--- src/inc/crt_map_pkg.sv ---
`default_nettype none

package crt_map_pkg;

   // Indexed I/O ports, mono and colour decodes
   localparam logic [15:0] PORT_INDEX_MONO  = 16'h03B4;
   localparam logic [15:0] PORT_DATA_MONO   = 16'h03B5;
   localparam logic [15:0] PORT_INDEX_COLOR = 16'h03D4;
   localparam logic [15:0] PORT_DATA_COLOR  = 16'h03D5;

   // Index of the mode control register
   localparam logic [7:0]  IDX_CRT_MODE_CONTROL = 8'h17;

   // Field positions in crt_mode_control
   localparam int BIT_CTRL_RESET   = 7;
   localparam int BIT_WORD_BYTE    = 6;
   localparam int BIT_ADDR_WRAP    = 5;
   localparam int BIT_RESERVED     = 4;
   localparam int BIT_COUNT_BY_2   = 3;
   localparam int BIT_HRETRACE_SEL = 2;
   localparam int BIT_ROW_SCAN_SEL = 1;
   localparam int BIT_COMPAT_SUPP  = 0;

   // Field positions in underline_location_reg, owned elsewhere
   localparam int BIT_UL_DWORD     = 6;
   localparam int BIT_UL_COUNT_BY4 = 5;

   // Reset value and readable bits of crt_mode_control
   localparam logic [7:0]  CRT_MODE_RESET   = 8'h00;
   localparam logic [7:0]  INDEX_RESET      = 8'h00;
   localparam logic [7:0]  CRT_MODE_RD_MASK = 8'hEF;
   localparam logic [7:0]  RDATA_IDLE       = 8'h00;

   // Decoder input bits that may carry row scan bits
   localparam int ADDR_W          = 16;
   localparam int SUBST_BIT_RS0   = 13;
   localparam int SUBST_BIT_RS1   = 14;
   localparam int ROW_SCAN_W      = 5;

   // Interval counter limits
   localparam logic [1:0]  DIV_LAST_1 = 2'h0;
   localparam logic [1:0]  DIV_LAST_2 = 2'h1;
   localparam logic [1:0]  DIV_LAST_4 = 2'h3;
   localparam logic [1:0]  PHASE_ZERO = 2'h0;

   typedef enum logic [1:0] {
      DIV_BY_1,
      DIV_BY_2,
      DIV_BY_4
   } div_ratio_t;

   typedef enum logic [1:0] {
      MODE_BYTE,
      MODE_WORD_WRAP,
      MODE_WORD_NOWRAP,
      MODE_DWORD
   } addr_mode_t;

endpackage : crt_map_pkg

`default_nettype wire

--- src/rtl/event_divider.sv ---
`timescale 1ns/100ps
`default_nettype none

module event_divider (
   input  wire logic                    clk_sys_in,  // System clock
   input  wire logic                    srst_in,     // Sync reset
   input  wire logic                    event_in,    // One-cycle source event
   input  wire logic                    resync_in,   // Realign phase to zero
   input  wire crt_map_pkg::div_ratio_t ratio_in,    // Division ratio
   output logic                         tick_out     // One-cycle divided event
);

   logic [1:0] count_reg;
   logic [1:0] count_next;
   logic [1:0] last;
   logic       at_last;

   assign last = (ratio_in == crt_map_pkg::DIV_BY_4) ? crt_map_pkg::DIV_LAST_4 :
                 (ratio_in == crt_map_pkg::DIV_BY_2) ? crt_map_pkg::DIV_LAST_2 :
                                                       crt_map_pkg::DIV_LAST_1;
   // Greater-or-equal so a ratio lowered mid-count still ticks at once
   assign at_last    = (count_reg >= last);
   assign tick_out   = event_in && at_last;
   assign count_next = resync_in ? crt_map_pkg::PHASE_ZERO :
                       !event_in ? count_reg :
                       at_last   ? crt_map_pkg::PHASE_ZERO : 2'(count_reg + 2'h1);

   always_ff @(posedge clk_sys_in) begin
      if (srst_in) begin
         count_reg <= crt_map_pkg::PHASE_ZERO;
      end else begin
         count_reg <= count_next;
      end
   end

endmodule : event_divider

`default_nettype wire

--- src/rtl/addr_reorganizer.sv ---
`timescale 1ns/100ps
`default_nettype none

module addr_reorganizer (
   input  wire logic [15:0]             ma_count_in,              // Memory address counter
   input  wire crt_map_pkg::addr_mode_t mode_in,                  // Addressing mode
   input  wire logic                    row_scan_sel_in,          // 0 puts row scan bit 1 on 14
   input  wire logic                    compat_sel_in,            // 0 puts row scan bit 0 on 13
   input  wire logic [1:0]              row_scan_out_in,          // Row scan counter bits 1:0
   output logic      [15:0]             reorganized_address_out,  // Shifted counter address
   output logic      [15:0]             decoder_address_in_out    // Address to frame buffer decoder
);

   function automatic logic [15:0] reorganize(input logic [15:0] ma,
                                              input crt_map_pkg::addr_mode_t mode);
      logic [15:0] r;
      r = ma;
      unique case (mode)
         crt_map_pkg::MODE_BYTE:        r = ma;                     // RQ6
         crt_map_pkg::MODE_WORD_NOWRAP: r = {ma[14:0], ma[15]};     // RQ7
         crt_map_pkg::MODE_WORD_WRAP:   r = {ma[14:0], ma[13]};     // RQ8
         crt_map_pkg::MODE_DWORD:       r = {ma[13:0], ma[13:12]};  // RQ9
      endcase
      return r;
   endfunction : reorganize

   // Pure logic: a control change shows on the very next address
   assign reorganized_address_out = reorganize(ma_count_in, mode_in);  // RQ14

   // Substitution acts on the reorganized bits, never the raw count
   always_comb begin
      decoder_address_in_out = reorganized_address_out;  // RQ5 RQ10
      if (!compat_sel_in) begin
         decoder_address_in_out[crt_map_pkg::SUBST_BIT_RS0] = row_scan_out_in[0];  // RQ4
      end
      if (!row_scan_sel_in) begin
         decoder_address_in_out[crt_map_pkg::SUBST_BIT_RS1] = row_scan_out_in[1];  // RQ3
      end
   end

endmodule : addr_reorganizer

`default_nettype wire

--- src/rtl/crt_refresh_address_mapper.sv ---
`timescale 1ns/100ps
`default_nettype none

// Notes on behaviour
// RQ1: Counter advance interval from count-by-4, count-by-2 bits
// RQ2: Retrace select halves vertical counter clock
// RQ3: Row scan select 0 puts scan bit1 on 14
// RQ4: Compat bit 0 puts scan bit0 on 13
// RQ5: Substitution follows word/doubleword reorganization
// RQ6: Byte mode passes counter bits unchanged
// RQ7: Word no-wrap rotates bit 15 to bit 0
// RQ8: Word wrap brings bit 13 to bit 0
// RQ9: Doubleword maps 12,13 to 0,1, shift two
// RQ10: Bits 0-12 and 15 pass straight through
// RQ11: Don't-care control bits leave mapping unchanged
// RQ12: Wrap bit wraps at 16KB, word mode only
// RQ13: Index 17h through CRT index and data ports
// RQ14: Mapping is combinational from current inputs
module crt_refresh_address_mapper (
   input  wire logic        clk_sys_in,               // System clock, 250 MHz
   input  wire logic        srst_in,                  // Sync reset, active high
   // Indexed I/O access
   input  wire logic [15:0] io_addr_in,               // I/O port address
   input  wire logic        io_wr_in,                 // Write strobe, one cycle
   input  wire logic        io_rd_in,                 // Read strobe, one cycle
   input  wire logic [7:0]  io_wdata_in,              // Write data
   input  wire logic        io_color_sel_in,          // 1 selects colour ports, 0 mono
   output logic      [7:0]  io_rdata_out,             // Read data, registered
   output logic             io_ack_out,               // Claimed access done, one cycle
   // Underline location fields kept elsewhere
   input  wire logic        ul_dword_mode_in,         // Doubleword mode bit
   input  wire logic        ul_count_by_4_in,         // Count by 4 bit
   // Timing events
   input  wire logic        char_clk_in,              // Character clock strobe
   input  wire logic        hretrace_in,              // Horizontal retrace strobe
   input  wire logic        frame_start_in,           // Realigns both dividers
   output logic             ma_advance_out,           // Advance memory address counter
   output logic             vcount_clk_out,           // Clock vertical timing counter
   // Refresh address path
   input  wire logic [15:0] ma_count_in,              // Memory address counter value
   input  wire logic [4:0]  row_scan_in,              // Row scan counter value
   output logic      [15:0] reorganized_address_out,  // Reorganized counter address
   output logic      [15:0] decoder_address_in_out,   // Frame buffer decoder address
   // Status and controls for neighbours
   output logic      [7:0]  crt_mode_control_out,     // Register contents
   output logic             crt_ctrl_run_out,         // Sync enable, 0 holds syncs off
   output logic      [1:0]  addr_mode_out             // Current addressing mode code
);

   logic [7:0] index_reg;
   logic [7:0] index_next;
   logic [7:0] crt_mode_control_reg;
   logic [7:0] crt_mode_control_next;
   logic [7:0] rdata_reg;
   logic [7:0] rdata_next;
   logic       ack_reg;
   logic       ack_next;

   // Port decode
   logic [15:0] port_index;
   logic [15:0] port_data;
   logic        hit_index;
   logic        hit_data;
   logic        sel_mode_reg;
   logic        wr_index;
   logic        wr_mode;
   logic        rd_any;

   assign port_index   = io_color_sel_in ? crt_map_pkg::PORT_INDEX_COLOR
                                         : crt_map_pkg::PORT_INDEX_MONO;
   assign port_data    = io_color_sel_in ? crt_map_pkg::PORT_DATA_COLOR
                                         : crt_map_pkg::PORT_DATA_MONO;
   assign hit_index    = (io_addr_in == port_index);  // RQ13
   assign hit_data     = (io_addr_in == port_data);   // RQ13
   assign sel_mode_reg = (index_reg == crt_map_pkg::IDX_CRT_MODE_CONTROL);  // RQ13
   assign wr_index     = io_wr_in && hit_index;
   assign wr_mode      = io_wr_in && hit_data && sel_mode_reg;
   assign rd_any       = io_rd_in && (hit_index || hit_data);

   // Other indices belong to sibling register blocks; the data port is
   // still acknowledged so the bus never hangs, reading idle data
   assign index_next            = wr_index ? io_wdata_in : index_reg;
   assign crt_mode_control_next = wr_mode ? io_wdata_in : crt_mode_control_reg;
   assign rdata_next            = !rd_any             ? rdata_reg :
                                  hit_index           ? index_reg :
                                  sel_mode_reg        ? (crt_mode_control_reg & crt_map_pkg::CRT_MODE_RD_MASK) :
                                                        crt_map_pkg::RDATA_IDLE;
   assign ack_next              = rd_any || (io_wr_in && (hit_index || hit_data));

   always_ff @(posedge clk_sys_in) begin
      if (srst_in) begin
         index_reg            <= crt_map_pkg::INDEX_RESET;
         crt_mode_control_reg <= crt_map_pkg::CRT_MODE_RESET;
         rdata_reg            <= crt_map_pkg::RDATA_IDLE;
         ack_reg              <= 1'b0;
      end else begin
         index_reg            <= index_next;
         crt_mode_control_reg <= crt_mode_control_next;
         rdata_reg            <= rdata_next;
         ack_reg              <= ack_next;
      end
   end

   assign io_rdata_out         = rdata_reg;
   assign io_ack_out           = ack_reg;
   assign crt_mode_control_out = crt_mode_control_reg;
   assign crt_ctrl_run_out     = crt_mode_control_reg[crt_map_pkg::BIT_CTRL_RESET];

   // Control fields
   logic word_byte;
   logic addr_wrap;
   logic count_by_2;
   logic hretrace_sel;
   logic row_scan_sel;
   logic compat_supp;

   assign word_byte    = crt_mode_control_reg[crt_map_pkg::BIT_WORD_BYTE];
   assign addr_wrap    = crt_mode_control_reg[crt_map_pkg::BIT_ADDR_WRAP];
   assign count_by_2   = crt_mode_control_reg[crt_map_pkg::BIT_COUNT_BY_2];
   assign hretrace_sel = crt_mode_control_reg[crt_map_pkg::BIT_HRETRACE_SEL];
   assign row_scan_sel = crt_mode_control_reg[crt_map_pkg::BIT_ROW_SCAN_SEL];
   assign compat_supp  = crt_mode_control_reg[crt_map_pkg::BIT_COMPAT_SUPP];

   // Addressing mode; doubleword ignores word/byte and wrap, byte ignores wrap
   crt_map_pkg::addr_mode_t addr_mode;

   assign addr_mode = ul_dword_mode_in ? crt_map_pkg::MODE_DWORD :        // RQ11
                      word_byte        ? crt_map_pkg::MODE_BYTE :         // RQ11
                      !addr_wrap       ? crt_map_pkg::MODE_WORD_WRAP :    // RQ12
                                         crt_map_pkg::MODE_WORD_NOWRAP;   // RQ12
   assign addr_mode_out = addr_mode;

   // Character clock interval: count-by-2 wins over count-by-4
   crt_map_pkg::div_ratio_t char_ratio;

   assign char_ratio = count_by_2       ? crt_map_pkg::DIV_BY_2 :  // RQ1
                       ul_count_by_4_in ? crt_map_pkg::DIV_BY_4 :  // RQ1
                                          crt_map_pkg::DIV_BY_1;   // RQ1

   event_divider u_char_div (
      .clk_sys_in (clk_sys_in),
      .srst_in    (srst_in),
      .event_in   (char_clk_in),
      .resync_in  (frame_start_in),
      .ratio_in   (char_ratio),
      .tick_out   (ma_advance_out)
   );

   // Vertical clock; phase realigned each frame so line pairs stay fixed
   crt_map_pkg::div_ratio_t vert_ratio;

   assign vert_ratio = hretrace_sel ? crt_map_pkg::DIV_BY_2 : crt_map_pkg::DIV_BY_1;  // RQ2

   event_divider u_vert_div (
      .clk_sys_in (clk_sys_in),
      .srst_in    (srst_in),
      .event_in   (hretrace_in),
      .resync_in  (frame_start_in),
      .ratio_in   (vert_ratio),
      .tick_out   (vcount_clk_out)
   );

   // Address path is pure logic, no register stage in the way
   addr_reorganizer u_reorg (
      .ma_count_in             (ma_count_in),
      .mode_in                 (addr_mode),
      .row_scan_sel_in         (row_scan_sel),
      .compat_sel_in           (compat_supp),
      .row_scan_out_in         (row_scan_in[1:0]),
      .reorganized_address_out (reorganized_address_out),
      .decoder_address_in_out  (decoder_address_in_out)
   );

endmodule : crt_refresh_address_mapper

`default_nettype wire

--- config.mk ---
export PLATFORM = sky130hd
export DESIGN_NAME = crt_refresh_address_mapper
export DESIGN_NICKNAME = d
export VERILOG_FILES = /design/src/inc/crt_map_pkg.sv /design/src/rtl/event_divider.sv /design/src/rtl/addr_reorganizer.sv /design/src/rtl/crt_refresh_address_mapper.sv
export SDC_FILE = /design/constraint.sdc
export NUM_CORES = 1
export LEC_CHECK = 0
export CAP_MARGIN = 25
export CORE_MARGIN = 3
export CORE_UTILIZATION = 65
export DETAILED_ROUTE_END_ITERATION = 12
export DONT_BUFFER_PORTS = 1
export HOLD_SLACK_MARGIN = 0.02
export PLACE_DENSITY = 0.81
export SETUP_SLACK_MARGIN = 0.02
export SYNTH_ARGS = -nofsm -noshare
export SYNTH_HDL_FRONTEND = slang
export SYNTH_SLANG_ARGS = --single-unit
--- constraint.sdc ---
create_clock -name clk_sys_in -period 2.4 [get_ports clk_sys_in]
set_input_delay 0.24 -clock clk_sys_in [delete_from_list [all_inputs] [get_ports clk_sys_in]]
set_output_delay 0.24 -clock clk_sys_in [all_outputs]
set_load 0.02 [all_outputs]
==> results_dict.tcl, run 1 <==
set metrics [dict create \
    crit_type "flip-flop to output port" \
    rsz0062_at_grt "no" \
    cts_buffers 5 \
    fmax_mhz 455.0 \
    fin_util_pct 71.59 \
    hold_class "primary input to flip-flop" \
    wire_per_inst_um 17.05 \
    synth_warnings 0 \
    finalCritPeriodShare_pct 91.58 \
    cp-start-kind "flip-flop" \
    crit_chain "or2_2 -> ha_1 -> nand2b_1 -> a21oi_1 -> nor2_1" \
    place_ws_ns 0.5335 \
    syn2layout_area_growth_pct 2.425 \
    tns_ns 0 \
    antenna_found_initial 0 \
    antenna_left 0 \
    layout_common_cells "dfxtp_1 (29), o21ai_0 (24), mux2i_1 (22)" \
    critPathCapture "ma_advance_out" \
    drt_wl_total_um 4483 \
    die_h_um 60.92 \
    final_nets 289 \
    peakVddDrop_mv 0.3464 \
    power_frac_seq_pct 49.1 \
    grt_overflow 0 \
    p_leak_nw 0.6624 \
    final_cells 263 \
    dieArea_sq_um 3711 \
    cts_buffer_depth 2 \
    synth_async_sr_flop_share_pct 0 \
    grt_max_degree 33 \
    slowest_stage "dfxtp_1" \
    synth_cells 238 \
    syn_nets 296 \
    min_period_ns 2.198 \
    fin_ws_ns 0.2020 \
    synth_seq_cells 29 \
    final_hold_viol_count 0 \
    pwr-share-clk_pct 34.3 \
    power_density_nw_per_um2 490.6 \
    clk_latency_ns 0.33 \
    track_usage_pct 23.92 \
    ff2ff_setup_slack_ns 0.49 \
    port_buffers 0 \
    whs_path_depth 2 \
    num_vias 1716 \
    drc 0 \
    startpoint "crt_mode_control_out[3]" \
    drtPass1Iterations 6 \
    first_iter_violations 154 \
    multi_input_area_sq_um 1145 \
    coreArea_sq_um 2805 \
    grt_pass1_wl_um 6596 \
    cp-end-kind "output port" \
    clock_sinks 29 \
    antenna_cells 0 \
    finalWeightedCongestion 0.8421 \
    outcome "complete, no violations" \
    switching_share_pct 27.85 \
    place_inst 253 \
    p_int_mw 0.7109 \
    ys.flop_type "dfxtp_1" \
    fillers 223 \
    p_sw_mw 0.2744 \
    crit_fanout 5 \
    pwr-share-comb_pct 16.6 \
    setup_violations 0 \
    finClkSkew_ns 0.005478 \
    hpwlAfterDp_um 3421 \
    synth.avg_cell_area_sq_um 8.238 \
    p_total_mw 0.9852 \
    slew_viol_final 0 \
    grt_pass1_vias 1534 \
    initial_core_util_pct 69.89 \
    drive_above_1_share_pct 14.22 \
    seq_area_sq_um 580.6 \
    drv_cap 0 \
    netlist_area_sq_um 1961 \
    ys_types 42 \
    num_io_pins 109 \
    clkTransAtPathRegs_ns 0.09 \
    cts_max_level 2 \
    die_x_um 60.92 \
    max_slew_margin_pct 50.87 \
    postCtsSetupBuffers 0 \
    cts-root-buf "clkbuf_4" \
    cts_tree "built" \
    cp_slowest_stage_delay_ns 0.42 \
    reg2reg_depth 6 \
    rows 19 \
    critPathArrivalTime_ns 1.96 \
    reg2reg_to "u_char_div.count_reg[1]" \
    ys_seq_area_share_pct 29.61 \
    crit_required_ns 2.16 \
    layout_commonest_cell "dfxtp_1" \
    synth-edff-count 0 \
    tightest_slew_ns 0.7345 \
    viasPerCell 6.525 \
    worstReg2RegStart "crt_mode_control_out[3]" \
]
cells in the mapped netlist, types with 6 or more instances:
library cell	instances	area, sq um
mux2i_1	22	220.2
buf_4	17	127.6
nand2_1	19	71.32
buf_2	6	30.03
a211oi_1	10	75.07
nand3_1	10	50.05
clkbuf_1	9	33.78
o21ai_0	24	120.1
nand2b_1	18	112.6
a21oi_1	18	90.09
dfxtp_1	29	580.6
routing by layer:
metal  GRT usage, %  wire [um]  vias up
met2          36.79       2169       84
met3          12.55        456        8
li1               -          -      831
met1          28.96       1794      793
met5              0          0        -
met4          7.430         63        0
worst max-delay path, delay by kind of cell (launching register included):
kind | cells | cell delay, ns
flops | 1 | 0.42
fa+ha+maj | 1 | 0.26
simple gates | 3 | 0.67
compound gates | 1 | 0.27
cell families (layout without fill, tap and decap cells):
| family | after synthesis | count (layout) | synth area share (%) |
|---|---|---|---|
| adder cells (fa/ha/maj) | 3 | 3 | 1.915 |
| AO/OA/AOI/OAI | 64 | 64 | 19.47 |
| flip-flops | 29 | 29 | 29.61 |
| AND/OR/NAND/NOR | 78 | 78 | 24.19 |
| multiplexers | 24 | 24 | 12.38 |
| XOR/XNOR | 1 | 1 | 0.4468 |
| buffers and inverters | 39 | 33 | 12.00 |
through the flow:
| stage | hold WS (ns) | instance area [sq um] |
|---|---|---|
| after CTS | 0.03445 | 2008 |
| after global placement | 0.3134 | 1918 |
| after detailed placement | 0.3152 | 1918 |
| after global routing | 0.03830 | 2008 |
| final | 0.05119 | 2008 |
| after floorplan | 0.3162 | 1961 |
layout make-up:
| cell class | count | share of cell area (%) |
|---|---|---|
| Multi-Input combinational cell | 170 | 57.01 |
| Sequential cell | 29 | 28.91 |
| Timing Repair Buffer | 20 | 7.726 |
| Clock buffer | 7 | 3.240 |
| Tap cell | 31 | 1.931 |
| Inverter | 5 | 0.9346 |
| Clock inverter | 1 | 0.2492 |
power groups by stage:
stage | clock network, mW | logic [mW] | registers, mW
floorplan | 0 | 0.152 | 0.494
global placement | 0 | 0.152 | 0.494
detailed placement | 0 | 0.155 | 0.495
CTS | 0.348 | 0.164 | 0.483
global route | 0.367 | 0.178 | 0.484
finish | 0.338 | 0.164 | 0.483
worst min-delay path by stage:
stage | startpoint | end
after floorplan | frame_start_in | u_vert_div.count_reg[0]
after global placement | srst_in | index_reg[7]
after detailed placement | srst_in | index_reg[1]
after CTS | io_wdata_in[2] | index_reg[2]
after global routing | io_wdata_in[7] | index_reg[7]
final | io_wdata_in[2] | index_reg[2]
what timing repair did:
| action | CTS | global route |
|---|---|---|
| hold buffers | 2 | 0 |
| gates resized for setup | 0 | 0 |
| endpoints found under the hold margin | 21 | 0 |
(Power assumes the default switching activity.)
==> inputs of run 2 (changes only) <==
CORE_ASPECT_RATIO = 0.75   (was unset)
==> run 2 against run 1 <==
Worst hold slack lost 0.020 ns. Highest routed layer unchanged. Largest cell class unchanged. Cell count grew 1.9%. Critical path type unchanged. Wire length grew 11%. Critical endpoint unchanged. Count of clock-buffer cells in the layout is the same.
==> results_dict.tcl, run 2 (synthesis gave the netlist of run 1 again) <==
set metrics [dict create \
    place_ws_ns 0.5487 \
    placed_cell_area_sq_um 1924 \
    tightest_slew_ns 0.6911 \
    drt_wl_total_um 4962 \
    wire_per_inst_um 18.51 \
    crit_required_ns 2.16 \
    antenna_found_initial 0 \
    coreArea_sq_um 2743 \
    layout_commonest_cell "dfxtp_1" \
    slew_viol_final 0 \
    drc 0 \
    first_iter_violations 101 \
    power_density_nw_per_um2 513.9 \
    dieArea_sq_um 3718 \
    die_x_um 69.42 \
    finalWeightedCongestion 0.8504 \
    cts_resized 0 \
    clock_sinks 29 \
    cp-start-kind "flip-flop" \
    cts_buffers 5 \
    max_slew_margin_pct 53.88 \
    crit_chain "or2_2 -> ha_1 -> nand2b_1 -> a21oi_1 -> nor2_1" \
    initial_core_util_pct 71.49 \
    cts_max_level 2 \
    worstReg2RegStart "crt_mode_control_out[3]" \
    cts_tree "built" \
    drive_above_1_share_pct 13.36 \
    min_period_ns 2.097 \
    peakVddDrop_mv 0.3465 \
    reg2reg_to "u_char_div.count_reg[0]" \
    crit_type "flip-flop to output port" \
    grt_pass1_vias 1598 \
    ff2ff_setup_slack_ns 0.54 \
    critPathArrivalTime_ns 1.86 \
    grt_overflow 0 \
    antenna_cells 0 \
    finalCritPeriodShare_pct 87.36 \
    critPathCapture "ma_advance_out" \
    outcome "complete, no violations" \
    clkTransAtPathRegs_ns 0.06 \
    cp-end-kind "output port" \
    hold_class "primary input to flip-flop" \
    cp_slowest_stage_delay_ns 0.41 \
    worst-path-buf-inv 0 \
    rsz0062_at_grt "no" \
    fin_ws_ns 0.3035 \
    crit_fanout 5 \
    drtPass1Iterations 5 \
    fillers 206 \
    syn2layout_area_growth_pct 4.084 \
    cts_buffer_depth 2 \
    hpwlAfterDp_um 3646 \
    tns_ns 0 \
    viasPerCell 6.526 \
    startpoint "crt_mode_control_out[3]" \
    finClkSkew_ns 0.004061 \
    reg2reg_depth 6 \
    layout_common_cells "dfxtp_1 (29), o21ai_0 (24), mux2i_1 (22)" \
    clk_latency_ns 0.28 \
    cts-root-buf "clkbuf_8" \
    port_buffers 0 \
    grt_max_degree 38 \
    setup_violations 0 \
    multi_input_area_sq_um 1145 \
    final_area_sq_um 2041 \
    drv_cap 0 \
    num_io_pins 109 \
    holdBufCountCts 1 \
    die_h_um 53.57 \
    track_usage_pct 25.08 \
    fmax_mhz 477.0 \
    num_vias 1749 \
    p_total_mw 1.049 \
    postCtsSetupBuffers 0 \
    seq_area_sq_um 580.6 \
    slowest_stage "dfxtp_1" \
    final_nets 290 \
    p_leak_nw 0.6696 \
    rows 16 \
    critPathTopFamily "simple AND/OR/NAND/NOR gates" \
    grt_pass1_wl_um 7272 \
    antenna_left 0 \
    final_hold_viol_count 0 \
    crit_cells 5 \
]
-- run 2: cell type report --
type / instances / area share (%)
clock buffer: 7 / 4.231
inverter: 5 / 0.9197
multi-input combinational: 170 / 56.10
timing repair buffer: 21 / 8.093
sequential: 29 / 28.45
tap: 36 / 2.207
-- run 2: worst min path at each step --
| stage | from | end | slack (ns) | depth (start not counted) |
|---|---|---|---|---|
| 2_1_floorplan | frame_start_in | u_vert_div.count_reg[0] | 0.32 | 1 |
| 3_3_place_gp | srst_in | index_reg[1] | 0.31 | 1 |
| 3_5_place_dp | srst_in | index_reg[5] | 0.32 | 1 |
| 4_1_cts | srst_in | index_reg[4] | 0.02 | 1 |
| 5_1_grt | srst_in | io_rdata_out[2] | 0.02 | 1 |
| 6_report | frame_start_in | u_vert_div.count_reg[0] | 0.03 | 1 |
-- run 2: report_power, final --
part / switching, mW / leakage (nW) / internal (mW) / total (mW)
Combinational: 0.104 / 0.392 / 0.0607 / 0.164
Clock: 0.173 / 0.0443 / 0.227 / 0.400
Sequential: 0.00144 / 0.234 / 0.483 / 0.484
Total: 0.278 / 0.670 / 0.770 / 1.05
-- run 2: layer usage --
layer	vias up	global-route usage (%)	wire, um
met2	116	41.14	2350
met5	-	0	0
li1	825	-	-
met1	800	29.64	1947
met3	8	12.13	598
met4	0	7.468	65
-- run 2: per-stage QoR --
step	utilization (%)	hold WS [ns]	instances
final	74.41	0.03107	268
after global placement	70.16	0.3133	258
after CTS	73.68	0.02038	266
after global routing	74.41	0.02171	268
after floorplan	-	0.3162	238
after detailed placement	70.16	0.3154	258
